--- src/core/rtc_irq_pkg.sv ---
// Shared constants of the clock-chip interrupt logic and its host end.
// Assumes a 40 MHz system clock and 8-bit device registers.
`default_nettype none
package rtc_irq_pkg;
	// Device register map
	localparam logic [7:0] REG_ALM_MIN   = 8'h08;
	localparam logic [7:0] REG_ALM_HOUR  = 8'h09;
	localparam logic [7:0] REG_ALM_DAY   = 8'h0a;
	localparam logic [7:0] REG_EXT       = 8'h0d;
	localparam logic [7:0] REG_FLAG      = 8'h0e;
	localparam logic [7:0] REG_CTRL      = 8'h0f;
	// Field positions
	localparam int ALM_MASK_BIT  = 7;
	localparam int EXT_UPD_SEL_BIT = 5;
	localparam int EXT_DAY_SEL_BIT = 3;
	localparam int EXT_RUN_BIT     = 4;
	localparam int EXT_TSEL_LSB    = 0;
	localparam int EXT_FSEL_LSB    = 6;
	localparam int FLAG_UPD_BIT    = 5;
	localparam int FLAG_TMR_BIT    = 4;
	localparam int FLAG_ALM_BIT    = 3;
	localparam int FLAG_LOWV_BIT   = 1;
	localparam int CTRL_UPD_EN_BIT = 5;
	localparam int CTRL_TMR_EN_BIT = 4;
	localparam int CTRL_ALM_EN_BIT = 3;
	localparam int CTRL_PAUSE_BIT  = 2;
	localparam int CTRL_STOP_BIT   = 1;
	// Access masks and reset values
	localparam logic [7:0] CTRL_RW_MASK  = 8'h3e;
	localparam logic [7:0] FLAG_RW_MASK  = 8'hc4;
	localparam logic [7:0] FLAG_CLR_MASK = 8'h3a;
	localparam logic [7:0] REG_RESET     = 8'h00;
	localparam logic [2:0] DAYS_PER_WEEK = 3'h7;
	// Timing
	localparam int CLK_HZ          = 40_000_000;
	localparam int UPD_RELEASE_US  = 7813;
	localparam int UPD_RELEASE_CYC = UPD_RELEASE_US * (CLK_HZ / 1_000_000);
	// Host APB register map
	localparam logic [31:0] APB_CMD_OFS  = 32'h0000_0000;
	localparam logic [31:0] APB_STAT_OFS = 32'h0000_0004;
	localparam int CMD_WDATA_LSB  = 0;
	localparam int CMD_ADDR_LSB   = 8;
	localparam int CMD_WRITE_BIT  = 16;
	localparam int STAT_BUSY_BIT  = 0;
	localparam int STAT_IRQ_BIT   = 1;
	localparam int STAT_RDATA_LSB = 8;
endpackage : rtc_irq_pkg
`default_nettype wire

--- src/core/rtc_irq_if.sv ---
// Link between host and clock chip: register port plus the shared
// open-drain interrupt request line, resolved here with a pull-up.
`default_nettype none
interface rtc_irq_if;
	logic       reg_req;
	logic       reg_we;
	logic [7:0] reg_addr;
	logic [7:0] reg_wdata;
	logic       reg_ack;
	logic [7:0] reg_rdata;
	logic       irq_out;
	logic       irq_oe_n;
	logic       irq_line;

	// Pull-up wins unless the device enables its low driver
	assign irq_line = irq_oe_n ? 1'b1 : irq_out;

	modport device (
		input  reg_req, reg_we, reg_addr, reg_wdata,
		output reg_ack, reg_rdata, irq_out, irq_oe_n
	);
	modport host (
		output reg_req, reg_we, reg_addr, reg_wdata,
		input  reg_ack, reg_rdata, irq_line
	);
endinterface : rtc_irq_if
`default_nettype wire

--- src/core/rtc_irq_device.sv ---
// Interrupt section of a real-time clock: alarm matching, time update
// events, event flags and the shared open-drain interrupt request.
// Assumes timekeeping counters on the same clock supply one-cycle ticks
// and BCD time values that are already updated in the tick cycle.
//
// Our own choice: the APB slave port.
`default_nettype none

module rtc_irq_device #(
	parameter int UPD_RELEASE_CYCLES = rtc_irq_pkg::UPD_RELEASE_CYC
) (
	input  wire logic       clk,
	input  wire logic       reset_n,
	input  wire logic       ce,
	rtc_irq_if.device       link,
	input  wire logic       sec_tick,
	input  wire logic       min_tick,
	input  wire logic       timer_event,
	input  wire logic       low_voltage_event,
	input  wire logic [2:0] weekday,
	input  wire logic [5:0] date_bcd,
	input  wire logic [5:0] hour_bcd,
	input  wire logic [6:0] minute_bcd,
	output logic            stop_clock,
	output logic            timer_run,
	output logic            timer_pause,
	output logic [2:0]      timer_source_select,
	output logic [1:0]      clock_out_select
);
	import rtc_irq_pkg::*;

	localparam int CNT_W = $clog2(UPD_RELEASE_CYCLES + 1);
	localparam logic [CNT_W-1:0] CNT_LAST = CNT_W'(UPD_RELEASE_CYCLES - 1);
	localparam logic [CNT_W-1:0] CNT_ZERO = '0;

	logic [7:0]       alm_min_r;
	logic [7:0]       alm_hour_r;
	logic [7:0]       alm_day_r;
	logic [7:0]       function_select_ext_r;
	logic [7:0]       event_flag_bank_r;
	logic [7:0]       event_flag_bank_nxt;
	logic [7:0]       irq_enable_control_r;
	logic             ack_r;
	logic [7:0]       rdata_r;
	logic             upd_active_r;
	logic [CNT_W-1:0] upd_cnt_r;
	logic             irq_oe_n_r;
	logic             take;
	logic             wr_take;
	logic             stop;
	logic             upd_evt;
	logic             alm_evt;
	logic             min_ok;
	logic             hour_ok;
	logic             day_ok;
	logic             upd_clear;
	logic             pull_low;

	////////////////////////////////////////////////////////////////////
	// Register port decode: one request per ack, ack spaced by a cycle
	assign take    = ce && link.reg_req && !ack_r;
	assign wr_take = take && link.reg_we;
	assign stop    = irq_enable_control_r[CTRL_STOP_BIT];

	// Acknowledge and read data, both registered
	always_ff @(posedge clk or negedge reset_n) begin
		if (!reset_n) begin
			ack_r   <= 1'b0;
			rdata_r <= REG_RESET;
		end else if (ce) begin
			ack_r <= take;
			if (take && !link.reg_we) begin
				case (link.reg_addr)
					REG_ALM_MIN:  rdata_r <= alm_min_r;
					REG_ALM_HOUR: rdata_r <= alm_hour_r;
					REG_ALM_DAY:  rdata_r <= alm_day_r;
					REG_EXT:      rdata_r <= function_select_ext_r;
					REG_FLAG:     rdata_r <= event_flag_bank_r;
					REG_CTRL:     rdata_r <= irq_enable_control_r;
					default:      rdata_r <= REG_RESET;
				endcase
			end
		end
	end

	// Plain read/write registers; unused control bits read zero
	always_ff @(posedge clk or negedge reset_n) begin
		if (!reset_n) begin
			alm_min_r             <= REG_RESET;
			alm_hour_r            <= REG_RESET;
			alm_day_r             <= REG_RESET;
			function_select_ext_r <= REG_RESET;
			irq_enable_control_r  <= REG_RESET;
		end else if (wr_take) begin
			case (link.reg_addr)
				REG_ALM_MIN:  alm_min_r <= link.reg_wdata;
				REG_ALM_HOUR: alm_hour_r <= link.reg_wdata;
				REG_ALM_DAY:  alm_day_r <= link.reg_wdata;
				REG_EXT:      function_select_ext_r <= link.reg_wdata;
				REG_CTRL:     irq_enable_control_r <=
					link.reg_wdata & CTRL_RW_MASK;
				default: ;
			endcase
		end
	end

	////////////////////////////////////////////////////////////////////
	// Alarm comparison, evaluated on the minute carry only, so a setting
	// equal to the present time fires at its next occurrence, not now
	assign min_ok  = alm_min_r[ALM_MASK_BIT] ||
		(alm_min_r[6:0] == minute_bcd);
	assign hour_ok = alm_hour_r[ALM_MASK_BIT] ||
		(alm_hour_r[5:0] == hour_bcd);

	// Day field: weekday bitmap or BCD date, by the select bit
	always_comb begin
		if (alm_day_r[ALM_MASK_BIT]) begin
			day_ok = 1'b1;
		end else if (function_select_ext_r[EXT_DAY_SEL_BIT]) begin
			day_ok = (alm_day_r[5:0] == date_bcd);
		end else begin
			day_ok = (weekday < DAYS_PER_WEEK) &&
				alm_day_r[weekday];
		end
	end

	assign alm_evt = ce && !stop && min_tick &&
		min_ok && hour_ok && day_ok;

	// Update event source; stop freezes the clock so no update or alarm events either
	assign upd_evt = ce && !stop && (function_select_ext_r[EXT_UPD_SEL_BIT] ?
		min_tick : sec_tick);

	////////////////////////////////////////////////////////////////////
	// Event flags: writing 0 clears, writing 1 is ignored, except in bits 7,
	// 6 and 2, which hold what is written; an event in the clearing cycle
	// wins so it is never lost
	always_comb begin
		event_flag_bank_nxt = event_flag_bank_r;
		if (wr_take && link.reg_addr == REG_FLAG) begin
			event_flag_bank_nxt = event_flag_bank_r &
				(link.reg_wdata | ~FLAG_CLR_MASK);
			event_flag_bank_nxt = (event_flag_bank_nxt & ~FLAG_RW_MASK) |
				(link.reg_wdata & FLAG_RW_MASK);
		end
		if (upd_evt) begin
			event_flag_bank_nxt[FLAG_UPD_BIT] = 1'b1;
		end
		if (alm_evt) begin
			event_flag_bank_nxt[FLAG_ALM_BIT] = 1'b1;
		end
		if (ce && timer_event) begin
			event_flag_bank_nxt[FLAG_TMR_BIT] = 1'b1;
		end
		if (ce && low_voltage_event) begin
			event_flag_bank_nxt[FLAG_LOWV_BIT] = 1'b1;
		end
	end

	// Flags rise whatever the enables hold, so polling always works
	always_ff @(posedge clk or negedge reset_n) begin
		if (!reset_n) begin
			event_flag_bank_r <= REG_RESET;
		end else begin
			event_flag_bank_r <= event_flag_bank_nxt;
		end
	end

	////////////////////////////////////////////////////////////////////
	// Update pulse window: the pin share of an update ends by itself
	assign upd_clear = wr_take && link.reg_addr == REG_FLAG &&
		!link.reg_wdata[FLAG_UPD_BIT];

	always_ff @(posedge clk or negedge reset_n) begin
		if (!reset_n) begin
			upd_active_r <= 1'b0;
			upd_cnt_r    <= CNT_ZERO;
		end else if (ce) begin
			if (upd_evt) begin
				upd_active_r <= 1'b1;
				upd_cnt_r    <= CNT_ZERO;
			end else if (upd_clear) begin
				upd_active_r <= 1'b0;
			end else if (upd_active_r) begin
				if (upd_cnt_r == CNT_LAST) begin
					upd_active_r <= 1'b0;
				end else begin
					upd_cnt_r <= upd_cnt_r + 1'b1;
				end
			end
		end
	end

	////////////////////////////////////////////////////////////////////
	// Shared request: alarm or timer with flag and enable both set, or update with flag and enable set inside its window, pulls low; low voltage never does.
	// Registered, so the pin follows an event two edges later, far inside
	// the allowed delay after an update.
	assign pull_low =
		(event_flag_bank_r[FLAG_ALM_BIT] &&
		 irq_enable_control_r[CTRL_ALM_EN_BIT]) ||
		(event_flag_bank_r[FLAG_TMR_BIT] &&
		 irq_enable_control_r[CTRL_TMR_EN_BIT]) ||
		(event_flag_bank_r[FLAG_UPD_BIT] && upd_active_r &&
		 irq_enable_control_r[CTRL_UPD_EN_BIT]);

	always_ff @(posedge clk or negedge reset_n) begin
		if (!reset_n) begin
			irq_oe_n_r <= 1'b1;
		end else if (ce) begin
			irq_oe_n_r <= !pull_low;
		end
	end

	// Open drain: data is always low, only the enable moves
	assign link.irq_out   = 1'b0;
	assign link.irq_oe_n  = irq_oe_n_r;
	assign link.reg_ack   = ack_r;
	assign link.reg_rdata = rdata_r;

	// Control fields for the neighbouring timekeeping blocks
	assign stop_clock          = irq_enable_control_r[CTRL_STOP_BIT];
	assign timer_pause         = irq_enable_control_r[CTRL_PAUSE_BIT];
	assign timer_run           = function_select_ext_r[EXT_RUN_BIT];
	assign timer_source_select = function_select_ext_r[EXT_TSEL_LSB +: 3];
	assign clock_out_select    = function_select_ext_r[EXT_FSEL_LSB +: 2];
endmodule : rtc_irq_device
`default_nettype wire

--- src/flat_wrapper.sv ---
// flat-port wrapper written by rule: the top's interface ports become plain ports
module rtc_irq_device_flat import rtc_irq_pkg::*;
#(
	parameter int UPD_RELEASE_CYCLES = rtc_irq_pkg::UPD_RELEASE_CYC
)
  (clk, reset_n, ce, sec_tick, min_tick, timer_event, low_voltage_event, weekday, date_bcd, hour_bcd, minute_bcd, stop_clock, timer_run, timer_pause, timer_source_select, clock_out_select, link_reg_req, link_reg_we, link_reg_addr, link_reg_wdata, link_reg_ack, link_reg_rdata, link_irq_out, link_irq_oe_n);
  rtc_irq_if link_i ();
  input  wire logic clk;
  input  wire logic reset_n;
  input  wire logic ce;
  input  wire logic sec_tick;
  input  wire logic min_tick;
  input  wire logic timer_event;
  input  wire logic low_voltage_event;
  input  wire logic [2:0] weekday;
  input  wire logic [5:0] date_bcd;
  input  wire logic [5:0] hour_bcd;
  input  wire logic [6:0] minute_bcd;
  output logic stop_clock;
  output logic timer_run;
  output logic timer_pause;
  output logic [2:0] timer_source_select;
  output logic [1:0] clock_out_select;
  input wire logic [$bits(link_i.reg_req)-1:0] link_reg_req;
  input wire logic [$bits(link_i.reg_we)-1:0] link_reg_we;
  input wire logic [$bits(link_i.reg_addr)-1:0] link_reg_addr;
  input wire logic [$bits(link_i.reg_wdata)-1:0] link_reg_wdata;
  output wire logic [$bits(link_i.reg_ack)-1:0] link_reg_ack;
  output wire logic [$bits(link_i.reg_rdata)-1:0] link_reg_rdata;
  output wire logic [$bits(link_i.irq_out)-1:0] link_irq_out;
  output wire logic [$bits(link_i.irq_oe_n)-1:0] link_irq_oe_n;
  assign link_i.reg_req = link_reg_req;
  assign link_i.reg_we = link_reg_we;
  assign link_i.reg_addr = link_reg_addr;
  assign link_i.reg_wdata = link_reg_wdata;
  assign link_reg_ack = link_i.reg_ack;
  assign link_reg_rdata = link_i.reg_rdata;
  assign link_irq_out = link_i.irq_out;
  assign link_irq_oe_n = link_i.irq_oe_n;
  rtc_irq_device #(.UPD_RELEASE_CYCLES(UPD_RELEASE_CYCLES)) u_core (.clk(clk), .reset_n(reset_n), .ce(ce), .link(link_i), .sec_tick(sec_tick), .min_tick(min_tick), .timer_event(timer_event), .low_voltage_event(low_voltage_event), .weekday(weekday), .date_bcd(date_bcd), .hour_bcd(hour_bcd), .minute_bcd(minute_bcd), .stop_clock(stop_clock), .timer_run(timer_run), .timer_pause(timer_pause), .timer_source_select(timer_source_select), .clock_out_select(clock_out_select));
endmodule
--- config.mk ---
export PLATFORM = sky130hd
export DESIGN_NAME = rtc_irq_device_flat
export DESIGN_NICKNAME = d
export VERILOG_FILES = /design/src/core/rtc_irq_pkg.sv /design/src/core/rtc_irq_if.sv /design/src/core/rtc_irq_device.sv /design/src/flat_wrapper.sv
export SDC_FILE = /design/constraint.sdc
export NUM_CORES = 1
export LEC_CHECK = 0
export ABC_CLOCK_PERIOD_IN_PS = 1950
export BUFFER_PORTS_ARGS = -buffer_cell sky130_fd_sc_hd__buf_2
export CORE_MARGIN = 2
export CORE_UTILIZATION = 51
export DETAILED_ROUTE_END_ITERATION = 12
export PLACE_DENSITY = 0.82
export SKIP_LAST_GASP = 1
export SLEW_MARGIN = 30
export SYNTH_ARGS = -nofsm -noshare
export SYNTH_HDL_FRONTEND = slang
export SYNTH_SLANG_ARGS = --single-unit
--- constraint.sdc ---
create_clock -name clk -period 1.95 [get_ports clk]
set_input_delay 0.195 -clock clk [delete_from_list [all_inputs] [get_ports clk]]
set_output_delay 0.195 -clock clk [all_outputs]
set_load 0.01 [all_outputs]
After elaboration in Yosys (flattened, before gate mapping). Cells that the tools add are included. W data, S select, Z words.

Word-level logic and storage cells: 91. Output and inout port bits: 19. Input port bits: 47. Flip-flop bits (word level): 75.

$lt $le $gt $ge: 2. Equal/unequal tests: 12. Mux-type cells: 19. Reductions and logical operators: 40. Bitwise logic cells: 2. Add/subtract/negate cells: 1.

Operators with widths (count): $mux W19 (4); $eq A8 B4 Y1 const B (6); $pmux W8 S6 (1); $add A19 B1 Y19 const B (1); $eq A19 B19 Y1 const B (1); $logic_and A1 B1 Y1 (19); $eq A6 B6 Y1 (2); $mux W1 (12); $reduce_and A2 Y1 (6); $reduce_bool A2 Y1 (5); $or A6 B8 Y8 (1); $eq A7 B7 Y1 (1); $and A6 B6 Y6 (1); $mux W6 (1); $logic_not A1 Y1 (5); $logic_or A1 B1 Y1 (4); $lt A3 B4 Y1 const B (1); $ne A2 B1 Y1 const B (2); $reduce_and A4 Y1 (1); $bmux W1 S3 (1); $lt A3 B3 Y1 const B (1).

Logic depth before layout (Yosys ltp).
Depth in word-level cells: 7. Mapped depth: 9.

Least setup slack after synthesis. OpenSTA, ideal clock, no wires.

Path kind: input to register. Start point: input port link_reg_addr[6]. End point: register u_core.alm_day_r[0]. Cell stages on the path: 4. Path buffers: 0. Data arrival time: 1.869 ns. Path slack: -0.044 ns. Setup time: 0.125 ns. Cells stage by stage: or4b_4 or3_4 nor3_4 mux2_2.

Cells in the longest elaborated chain, start to end: 2.

Ends and longest elaborated chain: from (decl) (line flat_wrapper.sv:26) `input wire logic [$bits(link_i.reg_addr)-1:0] link_reg_addr;`; $eq A8 B4 Y1 (line rtc_irq_device.sv:95) `case (link.reg_addr)`; $reduce_and A2 Y1 (no line); to (signal assigned) (line rtc_irq_device.sv:98) `REG_ALM_DAY: alm_day_r <= link.reg_wdata;`; to (decl) (line rtc_irq_device.sv:38) `logic [7:0] alm_day_r;`.

No other way between the ends. A chain may end at the register's enable or synchronous reset.

Worst setup path after layout.
Start point: register u_core.ack_r, in the netlist u_core.link.reg_ack. End point: register u_core.irq_enable_control_r[4].

Cells in the longest elaborated chain, start to end: 4.

Ends and longest elaborated chain: from (decl) (line rtc_irq_device.sv:43) `logic ack_r;`; from (signal assigned) (line rtc_irq_device.sv:71) `ack_r <= take;`; $logic_not A1 Y1 (line rtc_irq_device.sv:61) `assign take = ce && link.reg_req && !ack_r;`; $logic_and A1 B1 Y1 (line rtc_irq_device.sv:61); $logic_and A1 B1 Y1 (line rtc_irq_device.sv:62) `assign wr_take = take && link.reg_we;`; $reduce_and A2 Y1 (no line); to (signal assigned) (line rtc_irq_device.sv:100) `REG_CTRL: irq_enable_control_r <=`; to (decl) (line rtc_irq_device.sv:42) `logic [7:0] irq_enable_control_r;`.

No other way between the ends.

==> flow_summary_export.csv <==
group,metric,value,unit
setup_path,critical_path_required,2.19,ns
drt,drt_iter0_drc,218,
status,outcome,"finished clean",
timing,period_minus_slack,1.86,ns
timing,fin_crit_sh,0.954,
setup_path,crit_path_start_kind,"register",
placement,dp_hpwl,7250,µm
power,p_clk_frac,0.414,
global_route,grt_usage,0.236,
logic_synthesis,synth_seq_cells,74,
timing,setup_viol,0,
cells_and_area,n_antenna_cell,0,
min_path,hold_end,"u_core.event_flag_bank_r[4]$_DFFE_PN0P_",
setup_path,cp-end-kind,"register",
floorplanning,ios,66,
logic_synthesis,synth_edf_count,0,
min_path,hp-start,"timer_event",
setup_path,path_cells,"nand4b_4 > or3_4 > nor3_4 > mux2_2",
clock_tree,h-tree-depth,3,
setup_path,max_stage_delay,0.42,ns
power,internal-power,2.42,mW
logic_synthesis,syn_inst,371,
floorplanning,die_x,93.6,µm
clock_tree,cts.sinks,74,
global_route,grt_overflow,0,
logic_synthesis,yosys.area.top_type,"dfrtp_1",
global_route,antenna_found_initial,0,
clock_tree,cts_tree,"done",
placement,pre_cts_slack,-0.177,ns
power,power_frac_comb,0.096,
power,swShare,0.254,
floorplanning,core,7770,µm²
logic_synthesis,netlist_area,4090,µm²
drt,wire_per_inst,17.7,µm
cells_and_area,synthToLayoutAreaGrowth,18.6,%
logic_synthesis,synth_top_area_share,0.447,
drt,ant_nets,0,
global_route,grt_max_degree,75,
global_route,grt_pass1_wl,15800,µm
power,power.density,668,nW/µm²
drt,routed_wl,9860,µm
setup_path,arrival,2.10,ns
placement,place_congestion,0.901,
drt,first_pass_iters,5,
power,power.switching,0.824,mW
setup_path,crit_path_max_fanout,5,
floorplanning,initial_core_util,0.527,
cells_and_area,final_core_util,0.625,
timing,fmax,0.538,GHz
global_route,first_global_vias,3250,
logic_synthesis,yosysMostFrequentCell,"dfrtp_1",
clock_tree,clkLatencyLatePin,0.35,ns
drt,vias,3299,
power,cellLeakagePower,2.32,nW
min_path,min_path_type,"in2reg",
logic_synthesis,ys_top_cells_by_count,"dfrtp_1 (73), mux2_2 (47), nand2_1 (27)",
power,vdd_drop_max,0.361,mV
setup_path,crit_type,"reg2reg",
setup_path,timing.rr.start,"u_core.link.reg_ack$_DFFE_PN0P_",
drt,vias_per_cell,5.93,
cells_and_area,multiInputGateArea,2070,µm²
logic_synthesis,ys_seq_area_frac,0.453,
setup_path,reg2reg_to,"u_core.irq_enable_control_r[4]$_DFFE_PN0P_",
clock_tree,cts_root_buffer,"clkbuf_8",
clock_tree,cts_buffer_depth,2,
timing,finalHoldViolations,0,
cells_and_area,drive_above_1_share,0.368,
min_path,min_path_cells,3,
job,drv_cap,0,
logic_synthesis,synthTopCellsByArea,"dfrtp_1 (45%), mux2_2 (13%), mux2i_1 (3.7%)",
timing,setup_ws,0.0896,ns
timing,relSlewSlack,0.612,
logic_synthesis,postSynthAreaPerCell,11.0,µm²
setup_path,reg2reg_depth,4,
logic_synthesis,async_flop_share,1.00,
timing,drv_slew,0,
power,power_frac_seq,0.490,
logic_synthesis,synth_flop_cell,"dfrtp_1",
logic_synthesis,yosysUniqueCellTypes,54,
drt,drc,0,
floorplanning,dieArea,8750,µm²
logic_synthesis,ys_warn_count,0,
setup_path,cp_slowest_cell,"dfrtp_1",
cells_and_area,seq_area,1850,µm²
floorplanning,fp.dieH,93.6,µm
cells_and_area,n_fill_cell,610,
logic_synthesis,synth_fp_nets,419,
clock_tree,clk_pin_slew,0.09,ns
cells_and_area,fin_nets,497,
floorplanning,fp-row-count,32,
timing,fin_skew,0.00980,ns
setup_path,r2r_slack,0.09,ns
timing,worst_pin_slew,0.577,ns
placement,port_buffers,64,
clock_tree,cts_made_buffers,9,
-- cell families (layout without fill, tap and decap cells) --
logic type / count (synthesis) / after routing / synth area share
xor+xnor: 23 / 23 / 0.0492
other cells: 1 / 1 / 0.000917
compound gates: 63 / 63 / 0.104
mux: 63 / 63 / 0.172
flops: 74 / 74 / 0.453
fa+ha+maj: 1 / 1 / 0.00306
buf+inv: 29 / 112 / 0.0434
simple gates: 117 / 117 / 0.175
-- power groups by stage --
stage / logic, mW / clock network [mW] / registers, mW
final: 0.312 / 1.34 / 1.59
after global routing: 0.344 / 1.43 / 1.59
after CTS: 0.313 / 1.35 / 1.59
after detailed placement: 0.307 / 0 / 1.62
after global placement: 0.299 / 0 / 1.62
after floorplan: 0.170 / 0 / 1.61
-- layout by cell type, fill, tap and decap left out, drive strengths merged, types with 2 or more instances in the layout --
cell type,n
buf,91
o32ai,2
nand2,27
o21ai,10
mux2,47
a22oi,2
or4,11
a211oi,5
o31ai,9
or3,6
nor2,17
mux2i,15
clkinv,3
nand4,6
dfrtp,73
bufinv,2
a31oi,8
nor4,10
nand2b,5
nor4b,2
a21oi,12
xor2,11
nor2b,2
nor3,11
a21o,5
xnor2,12
clkbuf,9
inv,5
a221oi,5
nand3,12
-- registers in the layout (all words and copies together) (netlist names), 5 cells and up --
signal	flops
u_core.irq_enable_control_r	5
u_core.event_flag_bank_r	7
u_core.link.reg_rdata	8
u_core.upd_cnt_r	19
u_core.alm_day_r	8
u_core.alm_min_r	8
u_core.alm_hour_r	8
u_core.function_select_ext_r	8
-- layout make-up --
cell class              count  share of cell area
multi-input cells         268               0.426
well taps                 102              0.0263
inverters                   4             0.00309
clock buffers               9              0.0255
repair buffers             92               0.116
flip-flops and latches     74               0.382
clock inverters             7              0.0211
-- worst max path at each step --
stage	start	end	slack, ns
after floorplan	link_reg_addr[6]	u_core.alm_day_r[0]$_DFFE_PN0P_	0.006
after global placement	link_reg_addr[6]	u_core.alm_hour_r[4]$_DFFE_PN0P_	-0.15
after detailed placement	link_reg_addr[6]	u_core.irq_enable_control_r[4]$_DFFE_PN0P_	-0.18
after CTS	u_core.upd_cnt_r[0]$_DFFE_PN0P_	u_core.upd_cnt_r[16]$_DFFE_PN0P_	0.05
after global routing	u_core.upd_cnt_r[0]$_DFFE_PN0P_	u_core.upd_cnt_r[14]$_DFFE_PN0P_	-0.02
final	u_core.link.reg_ack$_DFFE_PN0P_	u_core.irq_enable_control_r[4]$_DFFE_PN0P_	0.09
-- timing repair --
item                                    CTS  global route
hold endpoints to repair                 73             0
setup buffers                             0             0
endpoints found under the setup margin    0            17
hold buffers                              1             0
gates resized for setup                   0             3
-- critical path, delay by kind of cell, from the launching register on --
kind | cells | cell delay (ns)
flops | 1 | 0.42
mux | 1 | 0.38
simple gates | 3 | 0.94
-- stage by stage --
| step | hold slack [ns] | area, µm² | cells | setup TNS (ns) | power (mW) |
|---|---|---|---|---|---|
| detailed placement | 0.256 | 4600 | 539 | -3.60 | 1.92 |
| floorplan | -0.101 | 4090 | 371 | 0 | 1.78 |
| global placement | 0.248 | 4600 | 539 | -3.04 | 1.91 |
| CTS | 0.0290 | 4840 | 556 | 0 | 3.25 |
| finish | 0.0317 | 4850 | 556 | 0 | 3.24 |
| global route | 0.0410 | 4850 | 556 | -0.0193 | 3.37 |
-- metal layers --
layer  GRT usage  part of all wire  vias to the layer above
li1            -                 -                     1538
met1       0.321              0.43                     1621
met2       0.374              0.48                      122
met3      0.0443             0.060                       18
met4      0.0930             0.023                        0
met5           0                 0                        -
No activity file was read; power rests on OpenSTA's default activity.
